[config.mk]
export PLATFORM = sky130hd
export DESIGN_NAME = rsf_top
export DESIGN_NICKNAME = d
export VERILOG_FILES = /design/src/rtl/rsf_pkg.sv /design/src/rtl/rsf_flag_if.sv /design/src/rtl/rsf_flags.sv /design/src/rtl/rsf_top.sv
export SDC_FILE = /design/constraint.sdc
export NUM_CORES = 1
export LEC_CHECK = 0
export BUFFER_PORTS_ARGS = -buffer_cell sky130_fd_sc_hd__buf_4
export CORE_MARGIN = 1.5
export CORE_UTILIZATION = 44
export DETAILED_ROUTE_END_ITERATION = 12
export PLACE_DENSITY_LB_ADDON = 0.1
export SLEW_MARGIN = 20
export SYNTH_ARGS = -nofsm -noshare
export SYNTH_HDL_FRONTEND = slang
export SYNTH_SLANG_ARGS = --single-unit
[constraint.sdc]
create_clock -name clock -period 3.3 [get_ports clock]
set_input_delay 0.66 -clock clock [delete_from_list [all_inputs] [get_ports clock]]
set_output_delay 0.66 -clock clock [all_outputs]
set_load 0.02 [all_outputs]
[src/rtl/rsf_pkg.sv]
// constants for the ramp status and event flag block
// assumes a single 125 MHz clock and an AXI4-Lite register slave
package rsf_pkg;
  localparam int RSF_ADDR_W = 8;
  localparam logic [5:0] RSF_IDX_STATUS = 6'h2b;
  localparam logic [5:0] RSF_IDX_CTRL = 6'h30;
  localparam logic [1:0] RSF_RESP_OKAY = 2'h0;
  localparam logic [1:0] RSF_RESP_SLVERR = 2'h2;
  localparam int RSF_B_VSTOP_R = 15;
  localparam int RSF_B_VSTOP_L = 14;
  localparam int RSF_B_STALL_IN = 13;
  localparam int RSF_B_SECOND_MOVE = 12;
  localparam int RSF_B_ZEROWAIT = 11;
  localparam int RSF_B_VZERO = 10;
  localparam int RSF_B_POS_REACHED = 9;
  localparam int RSF_B_VEL_REACHED = 8;
  localparam int RSF_B_EV_POS = 7;
  localparam int RSF_B_EV_STALL = 6;
  localparam int RSF_B_EV_STOP_R = 5;
  localparam int RSF_B_EV_STOP_L = 4;
  localparam int RSF_B_SW_R = 1;
  localparam int RSF_B_SW_L = 0;
  localparam int RSF_C_STOP_L_EN = 0;
  localparam int RSF_C_STOP_R_EN = 1;
  localparam int RSF_C_VSTOP_L_EN = 2;
  localparam int RSF_C_VSTOP_R_EN = 3;
  localparam int RSF_C_SOFT_STOP = 4;
  localparam int RSF_C_STALL_EN = 5;
  localparam int RSF_CTRL_W = 6;
  localparam logic [RSF_CTRL_W-1:0] RSF_CTRL_RESET = 6'h00;
endpackage

[src/rtl/rsf_flag_if.sv]
// signals between the register side and the event flag flops
// assumes both ends share one clock
`timescale 1ns/1ps
interface rsf_flag_if;
  logic clr_second_move;
  logic clr_pos_event;
  logic clr_stall_event;
  logic reversal_seen;
  logic pos_reached;
  logic stall_seen;
  logic stop_l_cond;
  logic stop_r_cond;
  logic stop_l_release;
  logic stop_r_release;
  logic stop_l_keep;
  logic stop_r_keep;
  logic second_move;
  logic pos_event;
  logic stall_event;
  logic stop_l_event;
  logic stop_r_event;
  modport regs (
    output clr_second_move, clr_pos_event, clr_stall_event, reversal_seen, pos_reached,
    output stall_seen, stop_l_cond, stop_r_cond, stop_l_release, stop_r_release,
    output stop_l_keep, stop_r_keep,
    input second_move, pos_event, stall_event, stop_l_event, stop_r_event
  );
  modport flags (
    input clr_second_move, clr_pos_event, clr_stall_event, reversal_seen, pos_reached,
    input stall_seen, stop_l_cond, stop_r_cond, stop_l_release, stop_r_release,
    input stop_l_keep, stop_r_keep,
    output second_move, pos_event, stall_event, stop_l_event, stop_r_event
  );
endinterface

[src/rtl/rsf_flags.sv]
// event flag flops of the ramp status block
// assumes clear strobes are one-cycle pulses from the register side
`timescale 1ns/1ps
module rsf_flags
  import rsf_pkg::*;
(
  input wire logic clock,
  input wire logic rst,
  rsf_flag_if.flags fi
);
  logic second_move_reg;
  logic pos_event_reg;
  logic stall_event_reg;
  logic stop_l_reg;
  logic stop_r_reg;
  logic pos_prev_reg;
  logic second_move_next;
  logic pos_event_next;
  logic stall_event_next;
  logic stop_l_next;
  logic stop_r_next;
  logic pos_rise;

  // sticky flag, a set in the clearing cycle wins
  function automatic logic w1c_next(input logic q, input logic set, input logic clr);
    w1c_next = set | (q & ~clr);
  endfunction

  // stop event follows its condition, may be held by soft stop, dropped by release
  function automatic logic stop_next(input logic q, input logic cond, input logic keep,
                                     input logic release_now);
    stop_next = ~release_now & (cond | (q & keep));
  endfunction

  assign pos_rise = fi.pos_reached & ~pos_prev_reg;
  assign second_move_next = w1c_next(second_move_reg, fi.reversal_seen, fi.clr_second_move);
  assign pos_event_next = w1c_next(pos_event_reg, pos_rise, fi.clr_pos_event);
  assign stall_event_next = w1c_next(stall_event_reg, fi.stall_seen, fi.clr_stall_event);
  assign stop_l_next = stop_next(stop_l_reg, fi.stop_l_cond, fi.stop_l_keep, fi.stop_l_release);
  assign stop_r_next = stop_next(stop_r_reg, fi.stop_r_cond, fi.stop_r_keep, fi.stop_r_release);

  ////////////////////////////////////////////////////////////////////////////////
  // flops, all cleared by reset
  always_ff @(posedge clock or posedge rst)
  begin
    if (rst)
    begin
      second_move_reg <= 1'b0;
      pos_event_reg <= 1'b0;
      stall_event_reg <= 1'b0;
      stop_l_reg <= 1'b0;
      stop_r_reg <= 1'b0;
      pos_prev_reg <= 1'b0;
    end
    else
    begin
      second_move_reg <= second_move_next;
      pos_event_reg <= pos_event_next;
      stall_event_reg <= stall_event_next;
      stop_l_reg <= stop_l_next;
      stop_r_reg <= stop_r_next;
      pos_prev_reg <= fi.pos_reached;
    end
  end

  assign fi.second_move = second_move_reg;
  assign fi.pos_event = pos_event_reg;
  assign fi.stall_event = stall_event_reg;
  assign fi.stop_l_event = stop_l_reg;
  assign fi.stop_r_event = stop_r_reg;
endmodule // rsf_flags

[src/rtl/rsf_top.sv]
// ramp status and event flag block with its AXI4-Lite register slave
// assumes ramp state inputs are synchronous to clock and come from the ramp generator
//
// Chosen here: the address map and register access over AXI4-Lite.
`timescale 1ns/1ps
module rsf_top
  import rsf_pkg::*;
#(
  parameter int POS_W = 32,
  parameter int VEL_W = 23
)
(
  input wire logic clock,
  input wire logic rst,
  input wire logic [RSF_ADDR_W-1:0] s_axi_awaddr,
  input wire logic s_axi_awvalid,
  output logic s_axi_awready,
  input wire logic [31:0] s_axi_wdata,
  input wire logic [3:0] s_axi_wstrb,
  input wire logic s_axi_wvalid,
  output logic s_axi_wready,
  output logic [1:0] s_axi_bresp,
  output logic s_axi_bvalid,
  input wire logic s_axi_bready,
  input wire logic [RSF_ADDR_W-1:0] s_axi_araddr,
  input wire logic s_axi_arvalid,
  output logic s_axi_arready,
  output logic [31:0] s_axi_rdata,
  output logic [1:0] s_axi_rresp,
  output logic s_axi_rvalid,
  input wire logic s_axi_rready,
  input wire logic [POS_W-1:0] actual_position,
  input wire logic [POS_W-1:0] target_position,
  input wire logic [VEL_W-1:0] actual_velocity,
  input wire logic [VEL_W-1:0] programmed_top_velocity,
  input wire logic post_stop_wait_interval,
  input wire logic reversal_pulse,
  input wire logic stall_detect,
  input wire logic ref_switch_l,
  input wire logic ref_switch_r,
  input wire logic virtual_stop_l_hit,
  input wire logic virtual_stop_r_hit,
  input wire logic ramp_hold_mode,
  input wire logic move_cmd_left,
  input wire logic move_cmd_right,
  input wire logic moving_left,
  input wire logic moving_right,
  output logic interrupt_out,
  output logic stall_halt_event,
  output logic stop_left_active,
  output logic stop_right_active
);
  rsf_flag_if fi ();

  logic awready_reg;
  logic wready_reg;
  logic aw_held_reg;
  logic w_held_reg;
  logic [RSF_ADDR_W-1:0] awaddr_reg;
  logic [31:0] wdata_reg;
  logic [3:0] wstrb_reg;
  logic bvalid_reg;
  logic [1:0] bresp_reg;
  logic arready_reg;
  logic rvalid_reg;
  logic [31:0] rdata_reg;
  logic [1:0] rresp_reg;
  logic [RSF_CTRL_W-1:0] ctrl_reg;
  logic irq_reg;
  logic stall_out_reg;
  logic stop_l_out_reg;
  logic stop_r_out_reg;

  logic aw_take;
  logic w_take;
  logic have_aw;
  logic have_w;
  logic [RSF_ADDR_W-1:0] wr_addr;
  logic [31:0] wr_data;
  logic [3:0] wr_strb;
  logic wr_fire;
  logic wr_status;
  logic wr_ctrl;
  logic wr_mapped;
  logic ar_take;
  logic rd_status;
  logic rd_ctrl;
  logic rd_mapped;
  logic [31:0] status_word;
  logic [31:0] ctrl_word;
  logic [31:0] rd_word;
  logic [RSF_CTRL_W-1:0] ctrl_next;
  logic irq_next;
  logic st_vzero;
  logic st_pos_reached;
  logic st_vel_reached;
  logic stop_l_en;
  logic stop_r_en;
  logic vstop_l_en;
  logic vstop_r_en;
  logic soft_stop;

  // register index from a byte address
  function automatic logic hit(input logic [RSF_ADDR_W-1:0] addr, input logic [5:0] idx);
    hit = addr[RSF_ADDR_W-1:2] == idx;
  endfunction

  // write-one-to-clear strobe for one status bit, byte lane checked
  function automatic logic w1c_hit(input logic [31:0] data, input logic [3:0] strb, input int bit_pos);
    w1c_hit = data[bit_pos] & strb[bit_pos / 8];
  endfunction

  ////////////////////////////////////////////////////////////////////////////////
  // write channel: address and data in either order, response after both
  assign aw_take = s_axi_awvalid & awready_reg;
  assign w_take = s_axi_wvalid & wready_reg;
  assign have_aw = aw_held_reg | aw_take;
  assign have_w = w_held_reg | w_take;
  assign wr_addr = aw_held_reg ? awaddr_reg : s_axi_awaddr;
  assign wr_data = w_held_reg ? wdata_reg : s_axi_wdata;
  assign wr_strb = w_held_reg ? wstrb_reg : s_axi_wstrb;
  assign wr_fire = have_aw & have_w & ~bvalid_reg;
  assign wr_status = wr_fire & hit(wr_addr, RSF_IDX_STATUS);
  assign wr_ctrl = wr_fire & hit(wr_addr, RSF_IDX_CTRL);
  assign wr_mapped = hit(wr_addr, RSF_IDX_STATUS) | hit(wr_addr, RSF_IDX_CTRL);

  always_ff @(posedge clock or posedge rst)
  begin
    if (rst)
    begin
      awready_reg <= 1'b0;
      wready_reg <= 1'b0;
      aw_held_reg <= 1'b0;
      w_held_reg <= 1'b0;
      awaddr_reg <= '0;
      wdata_reg <= 32'h0000_0000;
      wstrb_reg <= 4'h0;
      bvalid_reg <= 1'b0;
      bresp_reg <= RSF_RESP_OKAY;
    end
    else
    begin
      awready_reg <= ~have_aw & ~bvalid_reg;
      wready_reg <= ~have_w & ~bvalid_reg;
      aw_held_reg <= have_aw & ~wr_fire;
      w_held_reg <= have_w & ~wr_fire;
      if (aw_take)
      begin
        awaddr_reg <= s_axi_awaddr;
      end
      if (w_take)
      begin
        wdata_reg <= s_axi_wdata;
        wstrb_reg <= s_axi_wstrb;
      end
      if (wr_fire)
      begin
        bvalid_reg <= 1'b1;
        bresp_reg <= wr_mapped ? RSF_RESP_OKAY : RSF_RESP_SLVERR;
      end
      else if (s_axi_bready)
      begin
        bvalid_reg <= 1'b0;
      end
    end
  end

  ////////////////////////////////////////////////////////////////////////////////
  // read channel: one cycle from address to data
  assign ar_take = s_axi_arvalid & arready_reg;
  assign rd_status = hit(s_axi_araddr, RSF_IDX_STATUS);
  assign rd_ctrl = hit(s_axi_araddr, RSF_IDX_CTRL);
  assign rd_mapped = rd_status | rd_ctrl;
  assign rd_word = rd_status ? status_word : (rd_ctrl ? ctrl_word : 32'h0000_0000);

  always_ff @(posedge clock or posedge rst)
  begin
    if (rst)
    begin
      arready_reg <= 1'b0;
      rvalid_reg <= 1'b0;
      rdata_reg <= 32'h0000_0000;
      rresp_reg <= RSF_RESP_OKAY;
    end
    else
    begin
      arready_reg <= ~rvalid_reg & ~ar_take;
      if (ar_take)
      begin
        rvalid_reg <= 1'b1;
        rdata_reg <= rd_word;
        rresp_reg <= rd_mapped ? RSF_RESP_OKAY : RSF_RESP_SLVERR;
      end
      else if (s_axi_rready)
      begin
        rvalid_reg <= 1'b0;
      end
    end
  end

  ////////////////////////////////////////////////////////////////////////////////
  // stop and stall configuration register
  assign ctrl_next = (wr_ctrl & wr_strb[0]) ? wr_data[RSF_CTRL_W-1:0] : ctrl_reg;
  assign stop_l_en = ctrl_reg[RSF_C_STOP_L_EN];
  assign stop_r_en = ctrl_reg[RSF_C_STOP_R_EN];
  assign vstop_l_en = ctrl_reg[RSF_C_VSTOP_L_EN];
  assign vstop_r_en = ctrl_reg[RSF_C_VSTOP_R_EN];
  assign soft_stop = ctrl_reg[RSF_C_SOFT_STOP];
  assign ctrl_word = {{(32 - RSF_CTRL_W){1'b0}}, ctrl_reg};

  ////////////////////////////////////////////////////////////////////////////////
  // status word: live status from the present ramp state plus the latched event flags
  assign st_vzero = actual_velocity == '0;
  assign st_pos_reached = actual_position == target_position;
  assign st_vel_reached = actual_velocity == programmed_top_velocity;

  always_comb
  begin
    status_word = 32'h0000_0000;
    status_word[RSF_B_VSTOP_R] = virtual_stop_r_hit;
    status_word[RSF_B_VSTOP_L] = virtual_stop_l_hit;
    status_word[RSF_B_STALL_IN] = stall_detect;
    status_word[RSF_B_SECOND_MOVE] = fi.second_move;
    status_word[RSF_B_ZEROWAIT] = post_stop_wait_interval;
    status_word[RSF_B_VZERO] = st_vzero;
    status_word[RSF_B_POS_REACHED] = st_pos_reached;
    status_word[RSF_B_VEL_REACHED] = st_vel_reached;
    status_word[RSF_B_EV_POS] = fi.pos_event;
    status_word[RSF_B_EV_STALL] = fi.stall_event;
    status_word[RSF_B_EV_STOP_R] = fi.stop_r_event;
    status_word[RSF_B_EV_STOP_L] = fi.stop_l_event;
    status_word[RSF_B_SW_R] = ref_switch_r;
    status_word[RSF_B_SW_L] = ref_switch_l;
  end

  ////////////////////////////////////////////////////////////////////////////////
  // event conditions handed to the flag flops
  assign fi.clr_second_move = wr_status & w1c_hit(wr_data, wr_strb, RSF_B_SECOND_MOVE);
  assign fi.clr_pos_event = wr_status & w1c_hit(wr_data, wr_strb, RSF_B_EV_POS);
  assign fi.clr_stall_event = wr_status & w1c_hit(wr_data, wr_strb, RSF_B_EV_STALL);
  assign fi.reversal_seen = reversal_pulse;
  assign fi.pos_reached = st_pos_reached;
  assign fi.stall_seen = stall_detect & ctrl_reg[RSF_C_STALL_EN];
  assign fi.stop_l_cond = (stop_l_en & ref_switch_l) | (vstop_l_en & virtual_stop_l_hit);
  assign fi.stop_r_cond = (stop_r_en & ref_switch_r) | (vstop_r_en & virtual_stop_r_hit);
  assign fi.stop_l_release = ramp_hold_mode | move_cmd_right | ~(stop_l_en | vstop_l_en);
  assign fi.stop_r_release = ramp_hold_mode | move_cmd_left | ~(stop_r_en | vstop_r_en);
  assign fi.stop_l_keep = soft_stop & moving_left;
  assign fi.stop_r_keep = soft_stop & moving_right;

  assign irq_next = fi.pos_event | fi.stall_event | fi.stop_l_event | fi.stop_r_event;

  rsf_flags u_flags (
    .clock(clock),
    .rst(rst),
    .fi(fi)
  );

  ////////////////////////////////////////////////////////////////////////////////
  // registered outputs
  always_ff @(posedge clock or posedge rst)
  begin
    if (rst)
    begin
      ctrl_reg <= RSF_CTRL_RESET;
      irq_reg <= 1'b0;
      stall_out_reg <= 1'b0;
      stop_l_out_reg <= 1'b0;
      stop_r_out_reg <= 1'b0;
    end
    else
    begin
      ctrl_reg <= ctrl_next;
      irq_reg <= irq_next;
      stall_out_reg <= fi.stall_event;
      stop_l_out_reg <= fi.stop_l_event;
      stop_r_out_reg <= fi.stop_r_event;
    end
  end

  assign s_axi_awready = awready_reg;
  assign s_axi_wready = wready_reg;
  assign s_axi_bvalid = bvalid_reg;
  assign s_axi_bresp = bresp_reg;
  assign s_axi_arready = arready_reg;
  assign s_axi_rvalid = rvalid_reg;
  assign s_axi_rdata = rdata_reg;
  assign s_axi_rresp = rresp_reg;
  assign interrupt_out = irq_reg;
  assign stall_halt_event = stall_out_reg;
  assign stop_left_active = stop_l_out_reg;
  assign stop_right_active = stop_r_out_reg;
endmodule // rsf_top

==> metrics.cfg <==
[outcome]
status = finished, final reports clean

[clock_network]
cts-resized-gates = 0
h-tree-depth = 3
clockBufferDepth = 2
cts-buffers-inserted = 9
clock_latency_ps = 330
root_buffer = clkbuf_8
clock-sinks = 58
hold_buffers = 0
postCtsSetupRepairBufs = 0
tritoncts = done
clk_pin_slew_ps = 70

[critical_path]
crit_path_start_kind = register
path_delay_family = simple AND/OR/NAND/NOR gates
critical_path_required_ps = 3510
cp_cell_sequence = mux2i_1, or4_4, nor3b_4, mux2_2
cp.arrival_ps = 2490
slowest_delay_ps = 700
path_buf_inv = 0
crit_fanout = 12
crit_path_top_delay_cell = dfrtp_1
path_class = reg2reg
rrSetupSlack_ps = 1020
cp-end-kind = register

[floorplan]
core_area_mm2 = 0.00687
die_w_um = 87.8
die_y_um = 87.8
num_rows = 30
initial_core_util_pct = 46.0
die_area_mm2 = 0.00770
io_pins = 226

[global_routing]
grtUsageTotal_pct = 20.7
overflow = 0
grt_max_degree = 41
grt_pass1_wl_mm = 12.1
first_global_vias = 2779
antenna_found_initial = 0

[drt]
drcViolationCount = 0
drt_iter0_markers = 116
vias = 2818
first_pass_iters = 4
drt_wl_total_mm = 7.97
via_per_inst = 4.96
detail-route-antenna-nets = 0
wl_per_cell_um = 14.0

[logic_synthesis]
synth_area_leaders = dfrtp_1 46%, xor2_1 15%, mux2_2 10%
synth_top_area_share_pct = 45.9
netlist_instances = 281
synth_flop_cell = dfrtp_1
ys_types = 41
yosys-top-cells-count = 58 x dfrtp_1, 55 x xor2_1, 29 x mux2_2
yosysMostFrequentCell = dfrtp_1
synth_area_mm2 = 0.00316
avgSynthCellArea_um2 = 11.2
yosys.area.top_type = dfrtp_1
yosysSeqAreaShare_pct = 45.9
synth-seq-cells = 58
synth_edf_count = 0
yosysWarningCount = 0
async_reset_ff_share_pct = 100

[layout]
fillCellCount = 565
fin_nets = 648
final_core_util_pct = 69.0
drive_gt1_share_pct = 49.8
largest_register_ffs = 16
areaGrowthSynthToFinish_pct = 50.0
finalInstanceArea_mm2 = 0.00474
antenna_cells = 0

[sta]
drv_slew = 0
finClkSkew_ps = 9.75
max_freq_ghz = 0.439
setup_viol = 0
tns_ps = 0
slew_headroom_pct = 46.0
rsz0062_at_grt = no
hold_violations = 0
min_period_ps = 2280
fin_crit_sh_pct = 69.0
tightest_slew_ps = 809

[power_and_ir_drop]
power.density_mw_per_mm2 = 510
p_leak_nw = 2.38
max-vdd-ir-drop_mv = 0.226
total_power_mw = 2.42

[placed_design]
dp_hpwl_mm = 6.48
portBuffers = 178
gp_congestion = 0.783
dpl_cell_area_mm2 = 0.00455

[worst_hold_path]
worstHoldPathType = reg2reg

[run]
cap_violations = 0

## placed cells by master (no fill, tap or decap), types with 9 or more instances in the layout
cell type | Yosys | final
xor2_1 | 55 | 55
clkbuf_8 | 0 | 9
dfrtp_1 | 58 | 58
nor4_1 | 18 | 18
o21ai_0 | 13 | 13
inv_1 | 10 | 9
a22o_1 | 9 | 9
nand2_1 | 12 | 12
mux2_2 | 29 | 29
buf_4 | 18 | 181
conb_1 | 1 | 18
## final timing paths
check                           cells after the start           endpoint                     from
max in group asynchronous                           3        ctrl_reg[5]                      rst
worst min-delay path                                0  stop_right_active  u_flags.fi.stop_r_event
min in group asynchronous                           2      awaddr_reg[6]                      rst
worst max-delay path                                4        ctrl_reg[4]               w_held_reg
worst max register to register                      4        ctrl_reg[4]               w_held_reg
worst min register to register                      0  stop_right_active  u_flags.fi.stop_r_event
## worst register-to-register path: cells and delay by family, from the launching register on
family        cells  cell delay [ps]
flops             1              700
mux               2              550
simple gates      2              910
## layout make-up
| class | instances | area (um^2) | share of cell area, % |
|---|---|---|---|
| Clock buffer | 11 | 131 | 2.77 |
| Clock inverter | 5 | 53.8 | 1.14 |
| Inverter | 10 | 37.5 | 0.792 |
| Multi-Input combinational cell | 207 | 1590 | 33.5 |
| Sequential cell | 58 | 1450 | 30.6 |
| Tap cell | 96 | 120 | 2.53 |
| Timing Repair Buffer | 181 | 1360 | 28.7 |
## kinds of logic (layout without fill, tap and decap cells)
logic type | count (synthesis) | in the layout | share of synthesized area, %
compound gates | 38 | 38 | 8.67
xor+xnor | 55 | 55 | 15.2
buf+inv | 33 | 207 | 6.06
flops | 58 | 58 | 45.9
mux | 32 | 32 | 11.3
other cells | 1 | 18 | 0.119
simple gates | 64 | 64 | 12.7
## layer usage
layer	GRT usage (%)	vias up	share of wire [%]
met5	0	-	0
met4	10.1	0	2.0
met3	5.09	13	7.8
met2	37.1	139	51
met1	22.7	1315	39
li1	-	1351	-
## through the flow
stage	setup WS, ps	instances	hold slack [ps]
2_1_floorplan	1210	298	380
6_report	1020	568	444
4_1_cts	1030	568	439
3_5_place_dp	946	552	424
3_3_place_gp	922	552	428
5_1_grt	929	568	458
## report_power, final
group | internal (mW) | total (mW) | switching (mW)
logic | 0.427 | 0.746 | 0.319
clock network | 0.348 | 0.625 | 0.277
registers | 0.899 | 1.05 | 0.146
total | 1.67 | 2.42 | 0.742
Note: power is estimated with default switching activity, not from simulation.
